File: src/sem_host_pkg.sv
// semaphore host package: pin bundles, commands, timing counts
// assumes a 20 MHz system clock driving the controller
package sem_host_pkg;
    localparam int CLK_NS        = 50;
    localparam int DATA_W        = 18;
    localparam int INDEX_W       = 3;
    localparam int FLAG_COUNT    = 8;
    localparam int ADDR_W        = 18;
    // strobe widths in ns, rounded up to whole clock cycles
    localparam int STROBE_NS     = 60;
    localparam int STROBE_CYC    = (STROBE_NS + CLK_NS - 1) / CLK_NS;
    localparam int GAP_NS        = 50;
    localparam int GAP_CYC       = (GAP_NS + CLK_NS - 1) / CLK_NS;
    localparam int CNT_W         = 4;
    localparam logic [INDEX_W-1:0] LAST_INDEX = 3'h7;

    typedef enum logic [1:0] {
        CMD_CLAIM,
        CMD_RELEASE,
        CMD_POLL,
        CMD_INIT
    } cmd_type;

    // pins toward one port of the dual-port device
    typedef struct packed {
        logic              semaphore_select_n;
        logic              mem_select_n;
        logic              write_n;
        logic              read_enable_n;
        logic [1:0]        byte_lane_selects_n;
        logic [ADDR_W-1:0] addr;
        logic [DATA_W-1:0] wdata;
        logic              data_oe;
    } pins_type;

    typedef struct packed {
        cmd_type              cmd;
        logic [INDEX_W-1:0]   flag;
    } req_type;
endpackage : sem_host_pkg

File: src/sem_host.sv
// host controller for one port of a dual-port semaphore block
// assumes device pins are synchronous to REF_CLK and the far port exists
`timescale 1ns/1ps
module sem_host (
    // clock and reset
    input  wire logic                          REF_CLK,
    input  wire logic                          SYS_RST,
    // user command port
    input  wire logic                          REQ_VALID,
    input  wire sem_host_pkg::req_type         REQ,
    output logic                               REQ_READY,
    output logic                               DONE,
    output logic                               GRANTED,
    output logic                               INIT_DONE,
    // device pins
    output sem_host_pkg::pins_type             PINS,
    input  wire logic [sem_host_pkg::DATA_W-1:0] DATA_IN
);
    typedef enum logic [2:0] {
        S_INIT, S_IDLE, S_WRITE, S_GAP, S_READ, S_FINISH
    } state_type;

    state_type                          state;
    state_type                          next_state;
    sem_host_pkg::cmd_type              cmd;
    logic [sem_host_pkg::INDEX_W-1:0]   flag;
    logic                               wvalue;
    logic                               initialized;
    logic                               start;
    logic                               timer_done;
    logic [sem_host_pkg::CNT_W-1:0]     length;
    logic                               owned;
    logic                               write_phase;
    logic                               read_phase;
    logic                               do_read;
    logic                               accept;

    // claim is write-then-read; release only writes; poll only reads
    assign do_read     = (cmd != sem_host_pkg::CMD_RELEASE)
                       && (cmd != sem_host_pkg::CMD_INIT);
    assign accept      = (state == S_IDLE) && REQ_VALID;
    assign REQ_READY   = (state == S_IDLE);
    assign write_phase = (state == S_WRITE);
    assign read_phase  = (state == S_READ);
    // all data bits carry the flag; sample bit zero, zero means owned
    assign owned       = ~DATA_IN[0];
    // the timer is loaded for the phase about to begin, so its length
    // follows the next state; keying it on the current one swaps widths
    assign length      = (next_state == S_GAP)
                       ? sem_host_pkg::CNT_W'(sem_host_pkg::GAP_CYC)
                       : sem_host_pkg::CNT_W'(sem_host_pkg::STROBE_CYC);

    // phase sequencing
    always_comb
    begin
        next_state = state;
        start      = 1'b0;
        case (state)
            S_INIT:
            begin
                // start the first release strobe on the timer at once via S_WRITE
                next_state = S_WRITE;
                start      = 1'b1;
            end
            S_IDLE:
                if (accept)
                begin
                    // a poll skips the write; a claim writes first
                    next_state = (REQ.cmd == sem_host_pkg::CMD_POLL)
                               ? S_READ : S_WRITE;
                    start      = 1'b1;
                end
            S_WRITE:
                if (timer_done)
                begin
                    next_state = S_GAP;
                    start      = 1'b1;
                end
            S_GAP:
                if (timer_done)
                begin
                    if (do_read)
                    begin
                        next_state = S_READ;
                        start      = 1'b1;
                    end
                    else if (!initialized)
                    begin
                        next_state = (flag == sem_host_pkg::LAST_INDEX)
                                   ? S_FINISH : S_WRITE;
                        start      = (flag != sem_host_pkg::LAST_INDEX);
                    end
                    else
                        next_state = S_FINISH;
                end
            S_READ:
                if (timer_done)
                begin
                    // selects drop again before any next read
                    next_state = S_FINISH;
                end
            default:
                next_state = S_IDLE;
        endcase
    end

    sem_strobe_timer #(
        .WIDTH (sem_host_pkg::CNT_W)
    ) u_timer (
        .clk    (REF_CLK),
        .rst    (SYS_RST),
        .start  (start),
        .length (length),
        .done   (timer_done)
    );

    // state, command latch and results
    always_ff @(posedge REF_CLK)
    begin
        if (SYS_RST)
        begin
            state       <= S_INIT;
            cmd         <= sem_host_pkg::CMD_INIT;
            flag        <= '0;
            wvalue      <= 1'b1;
            initialized <= 1'b0;
            GRANTED     <= 1'b0;
            DONE        <= 1'b0;
        end
        else
        begin
            state <= next_state;
            DONE  <= 1'b0;
            if (accept)
            begin
                cmd    <= REQ.cmd;
                flag   <= REQ.flag;
                // zero claims, one releases
                wvalue <= (REQ.cmd == sem_host_pkg::CMD_RELEASE);
            end
            // power-up: write one to each flag in turn
            if (!initialized && state == S_GAP && timer_done
                && flag != sem_host_pkg::LAST_INDEX)
                flag <= flag + sem_host_pkg::INDEX_W'(1);
            if (read_phase && timer_done)
                GRANTED <= owned;
            if (state == S_FINISH)
            begin
                initialized <= 1'b1;
                DONE        <= initialized;
            end
        end
    end

    assign INIT_DONE = initialized;

    // pin drive: semaphore space only, memory select held off
    always_comb
    begin
        PINS                     = '0;
        PINS.semaphore_select_n  = ~(write_phase | read_phase);
        PINS.mem_select_n        = 1'b1;
        PINS.write_n             = ~write_phase;
        PINS.read_enable_n       = ~read_phase;
        PINS.byte_lane_selects_n = read_phase ? 2'h0 : 2'h3;
        PINS.addr                = sem_host_pkg::ADDR_W'(flag);
        PINS.wdata               = {sem_host_pkg::DATA_W{wvalue}};
        PINS.data_oe             = write_phase;
    end

    // a failed claim leaves a pending request; user must poll or release
    // the memory array stays deselected through every flag access
    a_sem_exclusive: assert property (
        @(posedge REF_CLK) disable iff (SYS_RST)
        !PINS.semaphore_select_n |-> PINS.mem_select_n)
        else $error("memory select active during semaphore access");
    // write and read strobes never overlap
    a_read_not_write: assert property (
        @(posedge REF_CLK) disable iff (SYS_RST)
        !(~PINS.write_n && ~PINS.read_enable_n))
        else $error("write and read strobes overlap");
    // a claim always reads back right after its gap
    a_claim_then_read: assert property (
        @(posedge REF_CLK) disable iff (SYS_RST)
        (state == S_GAP && cmd == sem_host_pkg::CMD_CLAIM && timer_done)
        |=> !PINS.read_enable_n)
        else $error("claim not followed by readback");
    // each read strobe ends after its two-cycle width, so the next read
    // captures a fresh value in the device output latch
    a_read_strobe_drops: assert property (
        @(posedge REF_CLK) disable iff (SYS_RST)
        $fell(PINS.read_enable_n) |-> ##2 PINS.read_enable_n)
        else $error("read strobe held past its width");
    // upper address lines stay quiet so only the flag index matters
    a_flag_addr_only: assert property (
        @(posedge REF_CLK) disable iff (SYS_RST)
        !PINS.semaphore_select_n
        |-> (PINS.addr[sem_host_pkg::ADDR_W-1:sem_host_pkg::INDEX_W] == '0))
        else $error("upper address lines driven during flag access");
    // a claim writes zero on data bit zero
    a_claim_writes_zero: assert property (
        @(posedge REF_CLK) disable iff (SYS_RST)
        (!PINS.write_n && cmd == sem_host_pkg::CMD_CLAIM)
        |-> !PINS.wdata[0])
        else $error("claim did not write zero");
    // power-up writes always free the flag
    a_init_writes_one: assert property (
        @(posedge REF_CLK) disable iff (SYS_RST)
        (!PINS.write_n && !initialized) |-> PINS.wdata[0])
        else $error("power-up write did not free the flag");
endmodule : sem_host

File: src/sem_strobe_timer.sv
// strobe timer: counts down a loaded number of clock cycles and flags the end
// assumes one clock; start only while idle or in the done cycle
`timescale 1ns/1ps
module sem_strobe_timer #(
    parameter int WIDTH = 4
) (
    // clock and reset
    input  wire logic             clk,
    input  wire logic             rst,
    // control
    input  wire logic             start,
    input  wire logic [WIDTH-1:0] length,
    output logic                  done
);
    logic [WIDTH-1:0] count;
    logic             busy;
    logic [WIDTH-1:0] next_count;

    assign next_count = count - WIDTH'(1);
    assign done       = busy && (count == '0);

    // load on start, count down to zero, then one done pulse
    always_ff @(posedge clk)
    begin
        if (rst)
        begin
            count <= '0;
            busy  <= 1'b0;
        end
        else if (start)
        begin
            count <= length - WIDTH'(1);
            busy  <= 1'b1;
        end
        else if (done)
            busy <= 1'b0;
        else if (busy)
            count <= next_count;
    end
endmodule : sem_strobe_timer

File: config.mk
export PLATFORM = sky130hd
export DESIGN_NAME = sem_host
export DESIGN_NICKNAME = d
export VERILOG_FILES = /design/src/sem_host_pkg.sv /design/src/sem_host.sv /design/src/sem_strobe_timer.sv
export SDC_FILE = /design/constraint.sdc
export NUM_CORES = 1
export LEC_CHECK = 0
export ABC_AREA = 1
export BUFFER_PORTS_ARGS = -buffer_cell sky130_fd_sc_hd__buf_2
export CAP_MARGIN = 20
export CORE_MARGIN = 1.5
export CORE_UTILIZATION = 38
export DETAILED_ROUTE_END_ITERATION = 10
export GPL_TIMING_DRIVEN = 0
export PLACE_DENSITY = 0.84
export SYNTH_ARGS = -nofsm -noshare
export SYNTH_HDL_FRONTEND = slang
export SYNTH_SLANG_ARGS = --single-unit
File: constraint.sdc
create_clock -name REF_CLK -period 1.45 [get_ports REF_CLK]
set_input_delay 0.2175 -clock REF_CLK [delete_from_list [all_inputs] [get_ports REF_CLK]]
set_output_delay 0.2175 -clock REF_CLK [all_outputs]
set_load 0.005 [all_outputs]
# ---- Word-level counts from Yosys, hierarchy flattened
# Index checks and enable logic that the tools add are counted.
dict set report word_totals {
  reg_bits 17
  inputBits 26
  output_inout_bits 47
  wordCells 70
}
dict set report classes {
  eq_ne 13
  bitwise 6
  n_reduce_logical 15
  n_mux 24
  add_sub_neg 3
}
# op count
set ops {}
lappend ops {{$mux W3} 10}
lappend ops {{$pmux W3 S5} 1}
lappend ops {{$mux W4} 3}
lappend ops {{$eq A3 B2 Y1 const B} 3}
lappend ops {{$eq A3 B3 Y1 const B} 3}
lappend ops {{$logic_and A1 B1 Y1} 7}
lappend ops {{$mux W1} 7}
lappend ops {{$reduce_bool A2 Y1} 3}
lappend ops {{$not A1 Y1} 5}
lappend ops {{$logic_not A4 Y1} 1}
lappend ops {{$mux W2} 2}
lappend ops {{$ne A2 B2 Y1 const B} 2}
lappend ops {{$pmux W1 S4} 1}
lappend ops {{$sub A4 B1 Y4 const B} 1}
lappend ops {{$add A3 B1 Y3 const B} 1}
lappend ops {{$eq A3 B1 Y1 const B} 1}
lappend ops {{$logic_not A3 Y1} 1}
lappend ops {{$ne A3 B3 Y1 const B} 1}
lappend ops {{$sub A2 B1 Y3 const B} 1}
lappend ops {{$eq A2 B1 Y1 const B} 1}
lappend ops {{$eq A2 B2 Y1 const B} 1}
lappend ops {{$ne A2 B1 Y1 const B} 1}
lappend ops {{$reduce_and A2 Y1} 1}
lappend ops {{$reduce_or A2 Y1} 1}
lappend ops {{2 further kinds} 2}

# ---- Depth between registers and ports, before layout
# Gate-level depths: netlist of the first run.
dict set report logic_depth {
  ltp_word 10
  depth_mapped 10
  mapped_depth_nobuf 10
}

# ---- Hierarchy
# From an unflattened synthesis of the first run, not the netlist that was laid out.
dict set report hier_totals {
  cells_unflattened 208
  area_unflattened_um2 1375.1
}
# mod instances seq_area_each_um2 area_each_um2 cells_per_inst
set by_module_without_submodules {}
lappend by_module_without_submodules {sem_host 1 220.2 1008.5 147}
lappend by_module_without_submodules {sem_strobe_timer 1 100.1 366.6 61}

# ---- Worst setup path before layout of the first run
# OpenSTA, ideal clock, no wires.
dict set report synth_path {
  kind {register to register}
  start {register flag[0] (netlist name)}
  end {register u_timer.count[2]}
  t_required_ps 1336
  path_buffers 0
  arrival_ps 1307
  setup_time_ps 114
  path_slack_ps 28
  period_less_slack_ps 1422
  stages_incl_launch_ff 9
  cell_sequence {dfxtp_1 -> ha_1 -> ha_1 -> nor2_1 -> nor2_1 -> nor2_1 -> nand2_2 -> nand3_2 -> nor2_1}
}
dict set report synth_between {
  elab_chain_cells 10
  elab_cells_between_ends 18
  classes_between {add/sub: 1; eq/ne: 4; mux: 11; reduce/logical: 2}
}
# item line_no
set synth_rtl {}
lappend synth_rtl {{start, declared} sem_host.sv:26} ;# logic [sem_host_pkg::INDEX_W-1:0] flag;
lappend synth_rtl {{start signal, assigned} sem_host.sv:137} ;# flag <= REQ.flag;
lappend synth_rtl {{start signal, assigned} sem_host.sv:144} ;# flag <= flag + sem_host_pkg::INDEX_W'(1);
lappend synth_rtl {{$eq A3 B3 Y1} sem_host.sv:89} ;# next_state = (flag == sem_host_pkg::LAST_INDEX)
lappend synth_rtl {{$mux W3} sem_host.sv:90} ;# ? S_FINISH : S_WRITE;
lappend synth_rtl {{$mux W3} sem_host.sv:87} ;# else if (!initialized)
lappend synth_rtl {{$mux W3} sem_host.sv:82} ;# if (do_read)
lappend synth_rtl {{$mux W3} sem_host.sv:80} ;# if (timer_done)
lappend synth_rtl {{$pmux W3 S5} sem_host.sv:58} ;# case (state)
lappend synth_rtl {{$eq A3 B2 Y1} sem_host.sv:49} ;# assign length = (next_state == S_GAP)
lappend synth_rtl {{$mux W2} sem_host.sv:50} ;# ? sem_host_pkg::CNT_W'(sem_host_pkg::GAP_CYC)
lappend synth_rtl {{$sub A2 B1 Y3} sem_strobe_timer.sv:32} ;# count <= length - WIDTH'(1);
lappend synth_rtl {{$mux W4} sem_strobe_timer.sv:30} ;# else if (start)
lappend synth_rtl {{end signal, assigned} sem_strobe_timer.sv:32}
lappend synth_rtl {{end signal, assigned} sem_strobe_timer.sv:38} ;# count <= next_count;
lappend synth_rtl {{end, declared} sem_strobe_timer.sv:15} ;# logic [WIDTH-1:0] count;
# Parallel ways exist; a longest one is shown, timed or not.
# A chain may end at the register's enable or synchronous reset.

# ---- Worst setup path after layout of the first run
dict set report layout_path {
  start {register flag[0] (netlist name)}
  end {register state[0]}
}
dict set report layout_between {
  elab_chain_cells 6
}
# item line_no
set layout_rtl {}
lappend layout_rtl {{$eq A3 B3 Y1} sem_host.sv:89}
lappend layout_rtl {{$mux W3} sem_host.sv:90}
lappend layout_rtl {{$mux W3} sem_host.sv:87}
lappend layout_rtl {{$mux W3} sem_host.sv:82}
lappend layout_rtl {{$mux W3} sem_host.sv:80}
lappend layout_rtl {{$pmux W3 S5} sem_host.sv:58}
lappend layout_rtl {{end signal, assigned} sem_host.sv:132} ;# state <= next_state;
lappend layout_rtl {{end, declared} sem_host.sv:23} ;# state_type state;
# No other way between the ends.

==> results of run 1 <==
through the flow:
step / hold slack, ps / cells / instance area, um^2 / util
after floorplan: 287 / 178 / 1210 / -
after global placement: 395 / 248 / 1450 / 0.511
after detailed placement: 404 / 248 / 1450 / 0.511
after CTS: 83.4 / 253 / 1510 / 0.533
after global routing: 95.4 / 256 / 1590 / 0.563
final: 89.0 / 256 / 1590 / 0.563
cell families (layout without fill, tap and decap cells):
logic type               Yosys count  in the layout  synth area share
flip-flops                        16             16             0.276
buffers and inverters             57            104             0.311
AO/OA/AOI/OAI                     16             16            0.0734
AND/OR/NAND/NOR                   68             68             0.286
other                              2             16           0.00647
XOR/XNOR                           2              2            0.0151
adder cells (fa/ha/maj)            3              3            0.0324
cells in the final DEF, fill, tap and decap left out, drive strengths merged:
cell type | netlist | final
xor2 | 2 | 2
o31ai | 2 | 2
clkbuf | 0 | 4
inv | 17 | 17
nand2 | 30 | 30
nand3 | 12 | 12
and3 | 1 | 1
dfxtp | 16 | 16
ha | 3 | 3
o21ai | 6 | 6
nor2 | 24 | 24
clkinv | 2 | 2
conb | 2 | 16
a21oi | 8 | 8
nor3 | 1 | 1
buf | 38 | 81
metal layers:
layer | track usage | routed length [um]
met5 | 0 | 0
met4 | 0.0698 | 0
met3 | 0.0223 | 113
met2 | 0.229 | 1210
met1 | 0.169 | 1040
area by class of cell:
cell class / count / area share
repair buffers: 43 / 0.142
flip-flops and latches: 16 / 0.208
clock buffers: 4 / 0.0228
inverters: 19 / 0.0448
well taps: 31 / 0.0244
plain buffers: 38 / 0.182
multi-input cells: 105 / 0.377
flip-flops by register name, summed over array words and instances, names as in the netlist:
name / count
DONE: 1
GRANTED: 1
INIT_DONE: 1
cmd: 1
flag: 3
state: 3
u_timer.busy: 1
u_timer.count: 4
wvalue: 1
cells in the mapped netlist:
library cell  instances  area, um^2
a21oi_1               8        40.0
and3_1                1        6.26
buf_4                37         278
buf_6                 1        11.3
clkinv_1              2        7.51
conb_1                2        7.51
dfxtp_1              16         320
ha_1                  3        37.5
inv_1                16        60.1
inv_2                 1        3.75
nand2_1              27         101
nand2_2               2        12.5
nand2_4               1        11.3
nand3_1               7        35.0
nand3_2               5        50.1
nor2_1               20        75.1
nor2_2                2        12.5
nor2_4                2        22.5
nor3_1                1        5.00
o21ai_0               4        20.0
o21ai_1               2        10.0
o31ai_1               2        15.0
xor2_1                2        17.5
worst paths after layout:
kind,start,endpoint,depth (start not counted)
worst min-delay path,DATA_IN[0],GRANTED,2
worst min register to register,INIT_DONE,DONE,2
worst max register to register,flag[0],state[0],9
worst max-delay path,flag[0],state[0],9
power by group:
| part | total (mW) | switching, mW | internal, mW |
|---|---|---|---|
| sequential | 0.499 | 0.0344 | 0.465 |
| combinational | 0.325 | 0.165 | 0.160 |
| clock | 0.305 | 0.152 | 0.153 |
timing repair:
action / CTS / global route
resized for setup: 8 / 17
pin swaps: 2 / 3
setup endpoints to repair: 29 / 11
hold endpoints to repair: 0 / 0
buffers inserted: 1 / 3
==> flow_summary.ini, run 1 <==
[status]
outcome = complete, but fails checks
violations = design-rule violations

[worst_setup_path]
crit_chain = ha_4, ha_4, nor2_4, nor2_1, nor2_2, buf_4, nor2_1, nor2_1, a21oi_1
crit_top_cell = nor2_1
end_kind = flip-flop
crit_path_start_kind = flip-flop
worstPathRequired_ps = 1640
critPathMaxStageDelay_ps = 360
path_buf_inv = 1
cp_top_family = simple AND/OR/NAND/NOR gates
cp_max_fo = 3
crit_slowest_cell = dfxtp_2
rrSetupSlack_ps = 70
critical_path_class = reg -> reg
worstPathArrival_ps = 1570

[clocking]
cts_max_level = 1
clock_sinks = 16
insertion_delay_ps = 290
max-clock-path-buffers = 2
cts_made_buffers = 3
postCtsHoldBufs = 0
clkTransAtPathRegs_ps = 100
cts_tree = done
cts-root-buf = clkbuf_4

[sta]
period_needed_ps = 1380
finClkSkew_ps = 0.873
layout_setup_ws_ps = 70.5
clock.fmax_ghz = 0.725
finalHoldViolations = 0
finalSetupViolCount = 0
fin_crit_sh = 0.951
finalSetupTns_ps = 0
finalMaxSlewViolations = 0

[yosys]
synth_area_um2 = 1160
avgSynthCellArea_um2 = 7.07
syn_inst = 164
synth-seq-area-share = 0.276
yosysUniqueCellTypes = 23
yosys_warnings = 0
synth-seq-cells = 16

[finish]
antenna_cells = 0
fin_nets = 255
multiInputGateArea_um2 = 601
fillers = 289
layout-drive-gt1-share = 0.516
seq_area_um2 = 330
area_growth_pct = 37.2

[run]
drv_cap = 0

[floorplanning]
die_w_um = 58.2
io_pins = 73
num_rows = 19
start_util = 0.410
core-area_um2 = 2830
fp.dieH_um = 58.2
dieArea_um2 = 3390

[routing]
drt_first_pass_iters = 7
vias_per_cell = 4.13
postRouteAntennaNets = 0
drtIter0Drc = 24
wl_mm = 2.36
wl_per_cell_um = 9.21
drcViolationCount = 5
vias = 1056

[power_and_ir_drop]
leakagePower_nw = 0.841
power_mw = 1.13
p_per_area_nw_per_um2 = 710
vdd.ir_drop.worst_mv = 0.475

[global_routing]
grt_max_degree = 20
first_global_vias = 827
grt_pass1_wl_mm = 3.55
grt_overflow = 0
antenna_found_initial = 0
grt_use_total = 0.137

[place]
gp_congestion = 0.819
hpwl_mm = 1.75
port_buffers = 39
dp_slack_ps = -124

[min_path]
worstHoldPathType = in -> reg
Power figures use the tool's default switching activity.
==> run 2: changes to the inputs <==
--- a/config.mk
+++ b/config.mk
@@ -9,10 +9,11 @@
 export BUFFER_PORTS_ARGS = -buffer_cell sky130_fd_sc_hd__buf_2
 export CAP_MARGIN = 20
 export CORE_MARGIN = 1.5
-export CORE_UTILIZATION = 38
+export CORE_UTILIZATION = 41
 export DETAILED_ROUTE_END_ITERATION = 10
 export GPL_TIMING_DRIVEN = 0
-export PLACE_DENSITY = 0.84
+export PLACE_DENSITY = 0.86
 export SYNTH_ARGS = -nofsm -noshare
 export SYNTH_HDL_FRONTEND = slang
+export SYNTH_HIERARCHICAL = 1
 export SYNTH_SLANG_ARGS = --single-unit
==> run 2 against run 1 <==
Total power grew 99%. Sequential cell count is the same. Die area grew 9.4%. Critical path type unchanged. The run ends with negative setup slack left. Non-clock buffer count grew 17. Clock skew grew 8.6 ps. Register-to-register slack lost 640 ps. First-iteration DRC count grew 96%. Largest cell class unchanged. Synthesized cell count grew 27%. Sequential power grew 17%.
==> flow_summary.ini, run 2 <==
[finish]
area_growth_pct = 45.6
largest_register_ffs = 4
antenna_cells = 0
post-route-util = 0.640
mostFrequentLayoutCells = buf_4 (57), nand2_1 (42), buf_2 (38)
layout-drive-gt1-share = 0.503
layout_commonest_cell = buf_4
final_cell_count_no_fill = 330
top_register = u_timer/count
fin_area_um2 = 2000
largest_registers = u_timer/count x4, flag x3, state x3
fin_nets = 316
fillers = 256

[clocking]
clkTransAtPathRegs_ps = 110
cts_tree = done
postCtsHoldBufs = 0
cts_made_buffers = 3
clock_sinks = 16
cts_max_level = 1
max-clock-path-buffers = 2
insertion_delay_ps = 300
cts-root-buf = clkbuf_4

[worst_setup_path]
crit_chain = nor2_2, nand3_2, nor2_4, buf_4, buf_4, nand3_1, nand3_1, buf_6, inv_8, nand2_1, nand2_2, ha_4, xor2_1, nor2_1, nor2_1
critPathMaxStageDelay_ps = 350
cp_top_family = simple AND/OR/NAND/NOR gates
cp_max_fo = 6
critical_path_class = reg -> reg
crit_slowest_cell = dfxtp_2
worstPathArrival_ps = 2220
crit_path_start_kind = flip-flop
worstPathRequired_ps = 1650
path_buf_inv = 4
end_kind = flip-flop

[yosys]
yosysMostFrequentCell = nand2_1
syn_inst = 208
synth-seq-cells = 16
avgSynthCellArea_um2 = 6.61
synth_commonest_cells = nand2_1 (47), buf_4 (38), inv_1 (30), nor2_1 (17)
synth_area_leader_cell = dfxtp_1
yosys_warnings = 6
yosys-top-cells-area = dfxtp_1 (23%), buf_4 (21%), nand2_1 (13%)
synthArstFlopShare = 0
yosysUniqueCellTypes = 26
synth_edf_count = 0
synth-seq-area-share = 0.233
yosysTopAreaCellShare = 0.233
dominantRegCellSynth = dfxtp_1
synth_area_um2 = 1380

[routing]
drcViolationCount = 0
drt_first_pass_iters = 4
postRouteAntennaNets = 0
wl_mm = 3.53
drtIter0Drc = 47
wl_per_cell_um = 10.7
vias_per_cell = 4.51
vias = 1489

[global_routing]
grt_overflow = 0
first_global_vias = 1189
grt_pass1_wl_mm = 4.96
antenna_found_initial = 0
grt_use_total = 0.181
grt_max_degree = 20

[status]
violations = negative setup slack
outcome = complete, but fails checks

[sta]
finalSetupViolCount = 9
finalMaxSlewViolations = 0
finClkSkew_ps = 9.47
clock.fmax_ghz = 0.495
fin_crit_sh = 1.39
layout_setup_ws_ps = -571
rsz0062_at_grt = true
finalHoldViolations = 0
period_needed_ps = 2020

[place]
placed_cell_area_um2 = 1740
port_buffers = 38
gp_congestion = 0.856
dp_slack_ps = -567
hpwl_mm = 2.17
dp_cells = 307

[power_and_ir_drop]
leakagePower_nw = 1.11
p_per_area_nw_per_um2 = 1120
power_mw = 2.25
vdd.ir_drop.worst_mv = 0.642

[floorplanning]
die_w_um = 60.9
num_rows = 20
dieArea_um2 = 3710
io_pins = 73
core-area_um2 = 3130
start_util = 0.440
fp.dieH_um = 60.9

[min_path]
worstHoldPathType = in -> reg

[run]
drv_cap = 0
[run 2: cell count changes after synthesis, sizes merged, moves of 2 or more]
cell | before | now
a21oi | 8 | 6
clkbuf | 0 | 2
clkinv | 2 | 0
inv | 17 | 33
nand2 | 30 | 52
nand3 | 12 | 17
nand4 | 0 | 6
nor2 | 24 | 19
o21ai | 6 | 8
[run 2: metal layers]
metal  track usage  wire length, um
met3        0.0171              275
met4         0.134              147
met2         0.312             1750
met5             0                0
met1         0.205             1360
[run 2: path summary, 6_finish.rpt]
check / startpoint / to / slack, ps / cells past startpoint
worst max-delay path: u_timer/count[3] / u_timer/count[2] / -570 / 15
worst min-delay path: DATA_IN[0] / GRANTED / 70 / 2
worst max register to register: u_timer/count[3] / u_timer/count[2] / -570 / 15
worst min register to register: u_timer/count[0] / u_timer/count[0] / 510 / 2
[run 2: where the power goes]
group	internal, mW	leakage (nW)	switching, mW
logic	0.630	0.956	0.711
registers	0.517	0.133	0.0686
clock network	0.153	0.0210	0.166
total	1.30	1.11	0.946
[run 2: metrics by stage]
stage                     hold slack, ps  setup TNS, ps
after detailed placement             397          -1820
after global placement               393          -1680
after CTS                           74.9          -2270
after global routing                80.2          -3600
final                               71.7          -2900
after floorplan                      280           -906
[run 2: layout make-up]
cell class                      count  area [um^2]  area share
Sequential cell                    16          334       0.167
Tap cell                           44         55.1      0.0275
Multi-Input combinational cell    135          779       0.389
Inverter                           33          139      0.0694
Timing Repair Buffer               57          333       0.166
Clock buffer                        4         36.3      0.0181
Buffer                             41          325       0.163
[run 2: cell families after synthesis]
logic type                 count (synthesis)  share of synthesized area
buffers and inverters                     74                      0.337
AOI/OAI and AO/OA                         15                     0.0591
adders and majority gates                  3                     0.0273
and+or+nand+nor                           97                      0.332
DFF                                       16                      0.233
xor gates and xnor gates                   1                    0.00637
other                                      2                    0.00546
[run 2: timing repair]
| item | in CTS | in global routing |
|---|---|---|
| setup endpoints to repair | 26 | 15 |
| resized for setup | 10 | 16 |
| setup buffers | 12 | 7 |
| pin swaps | 15 | 11 |
==> run 3: changes to the inputs <==
--- a/config.mk
+++ b/config.mk
@@ -13,6 +13,7 @@
 export DETAILED_ROUTE_END_ITERATION = 10
 export GPL_TIMING_DRIVEN = 0
 export PLACE_DENSITY = 0.86
+export SKIP_LAST_GASP = 1
 export SYNTH_ARGS = -nofsm -noshare
 export SYNTH_HDL_FRONTEND = slang
 export SYNTH_HIERARCHICAL = 1
==> run 3 against run 2 <==
The run still ends with negative setup slack left. Global-route usage down 0.31 points. Cell area down 0.75%. Die area unchanged. Register-to-register slack about the same. Total power down 1.1%. Worst setup slack better by 9.4 ps. Clock power down 3%. Fmax up 0.47%. First-iteration DRC count up 43%. Sequential cell count unchanged. Core utilization down 0.48 points. Sequential power about the same.
==> flow_summary.ini, run 3 (same netlist as run 2, synthesis figures left out) <==
[status]
outcome = complete, but fails checks
violations = negative setup slack

[finish]
fin_nets = 314
largest_registers = u_timer/count x4, flag x3, state x3
area_growth_pct = 44.5
layout-drive-gt1-share = 0.504
fillers = 266
fin_area_um2 = 1990
antenna_cells = 0
final_cell_count_no_fill = 328
largest_register_ffs = 4
top_register = u_timer/count
mostFrequentLayoutCells = buf_4 (54), nand2_1 (41), buf_2 (38)
layout_commonest_cell = buf_4

[sta]
finalHoldViolations = 0
period_needed_ps = 2010
finalSetupViolCount = 11
finalMaxSlewViolations = 0
clock.fmax_ghz = 0.497
layout_setup_ws_ps = -562
finClkSkew_ps = 10.7
rsz0062_at_grt = true
whs_ps = 76.1
fin_crit_sh = 1.39

[power_and_ir_drop]
power_mw = 2.22
vdd.ir_drop.worst_mv = 0.651
leakagePower_nw = 1.10
p_per_area_nw_per_um2 = 1120

[clocking]
cts_max_level = 1
clkTransAtPathRegs_ps = 110
cts-root-buf = clkbuf_4
postCtsHoldBufs = 0
clock_sinks = 16
max-clock-path-buffers = 2
cts_tree = done
cts_made_buffers = 3
insertion_delay_ps = 300

[place]
port_buffers = 38
dp_slack_ps = -567
dp_cells = 307
gp_congestion = 0.856
placed_cell_area_um2 = 1740
hpwl_mm = 2.17

[routing]
drt_first_pass_iters = 4
vias = 1506
vias_per_cell = 4.59
postRouteAntennaNets = 0
drcViolationCount = 0
drtIter0Drc = 67
wl_mm = 3.55
wl_per_cell_um = 10.8

[worst_setup_path]
worstPathArrival_ps = 2230
critical_path_class = reg -> reg
cp_max_fo = 4
crit_path_start_kind = flip-flop
worstPathRequired_ps = 1660
end_kind = flip-flop

[floorplanning]
die_w_um = 60.9
dieArea_um2 = 3710
start_util = 0.440
num_rows = 20
io_pins = 73
fp.dieH_um = 60.9
core-area_um2 = 3130

[global_routing]
antenna_found_initial = 0
grt_use_total = 0.178
first_global_vias = 1165
grt_overflow = 0
grt_pass1_wl_mm = 4.88
grt_max_degree = 20

[min_path]
worstHoldPathType = in -> reg

[run]
drv_cap = 0
==> run 3: timing repair <==
action / 4_1_cts / 5_1_grt
endpoints found under the setup margin: 26 / 14
resized for setup: 9 / 17
pin swaps: 15 / 12
setup buffers: 12 / 6
==> run 3: worst paths after layout <==
path	from	to	slack (ps)	depth (start not counted)
worst max-delay path	u_timer/count[3]	state[2]	-560	16
worst min-delay path	DATA_IN[0]	GRANTED	80	2
worst max register to register	u_timer/count[3]	state[2]	-560	16
worst min register to register	u_timer/count[0]	u_timer/count[0]	510	2
==> run 3: power breakdown <==
part	internal, mW	total [mW]	switching, mW	leakage [nW]
logic	0.617	1.33	0.709	0.944
registers	0.515	0.584	0.0690	0.132
clock network	0.153	0.311	0.158	0.0210
total	1.29	2.22	0.936	1.10
==> run 3: metal layers <==
| metal | global-route usage | routed length (um) | up-vias |
|---|---|---|---|
| li1 | - | - | 741 |
| met1 | 0.203 | 1340 | 656 |
| met2 | 0.310 | 1780 | 92 |
| met3 | 0.0171 | 286 | 17 |
| met4 | 0.121 | 146 | 0 |
| met5 | 0 | 0 | - |
==> run 3: worst max-delay path, cell delays in order, from the launching register on <==
cell and delay (ps):
dfxtp_2 350, nor2_2 110, nand3_2 110, nor2_4 160
nand2_1 70, inv_1 80, nand2_2 60, buf_4 130
buf_4 120, buf_4 120, buf_4 120, buf_4 120
buf_4 120, nand2_2 70, nand3_2 80, nand2_1 60
inv_1 30
==> run 3: area by class of cell <==
cell class,count,area [um^2],share of cell area
plain buffers,41,325,0.164
clock buffers,4,36.3,0.0183
inverters,33,139,0.0699
multi-input cells,135,779,0.392
flip-flops and latches,16,330,0.166
well taps,44,55.1,0.0277
repair buffers,55,322,0.162
==> run 3: metrics by stage <==
stage                util  setup TNS, ps
finish              0.635          -2800
global route        0.635          -3940
CTS                 0.605          -2280
global placement    0.557          -1680
floorplan               -           -906
detailed placement  0.557          -1820
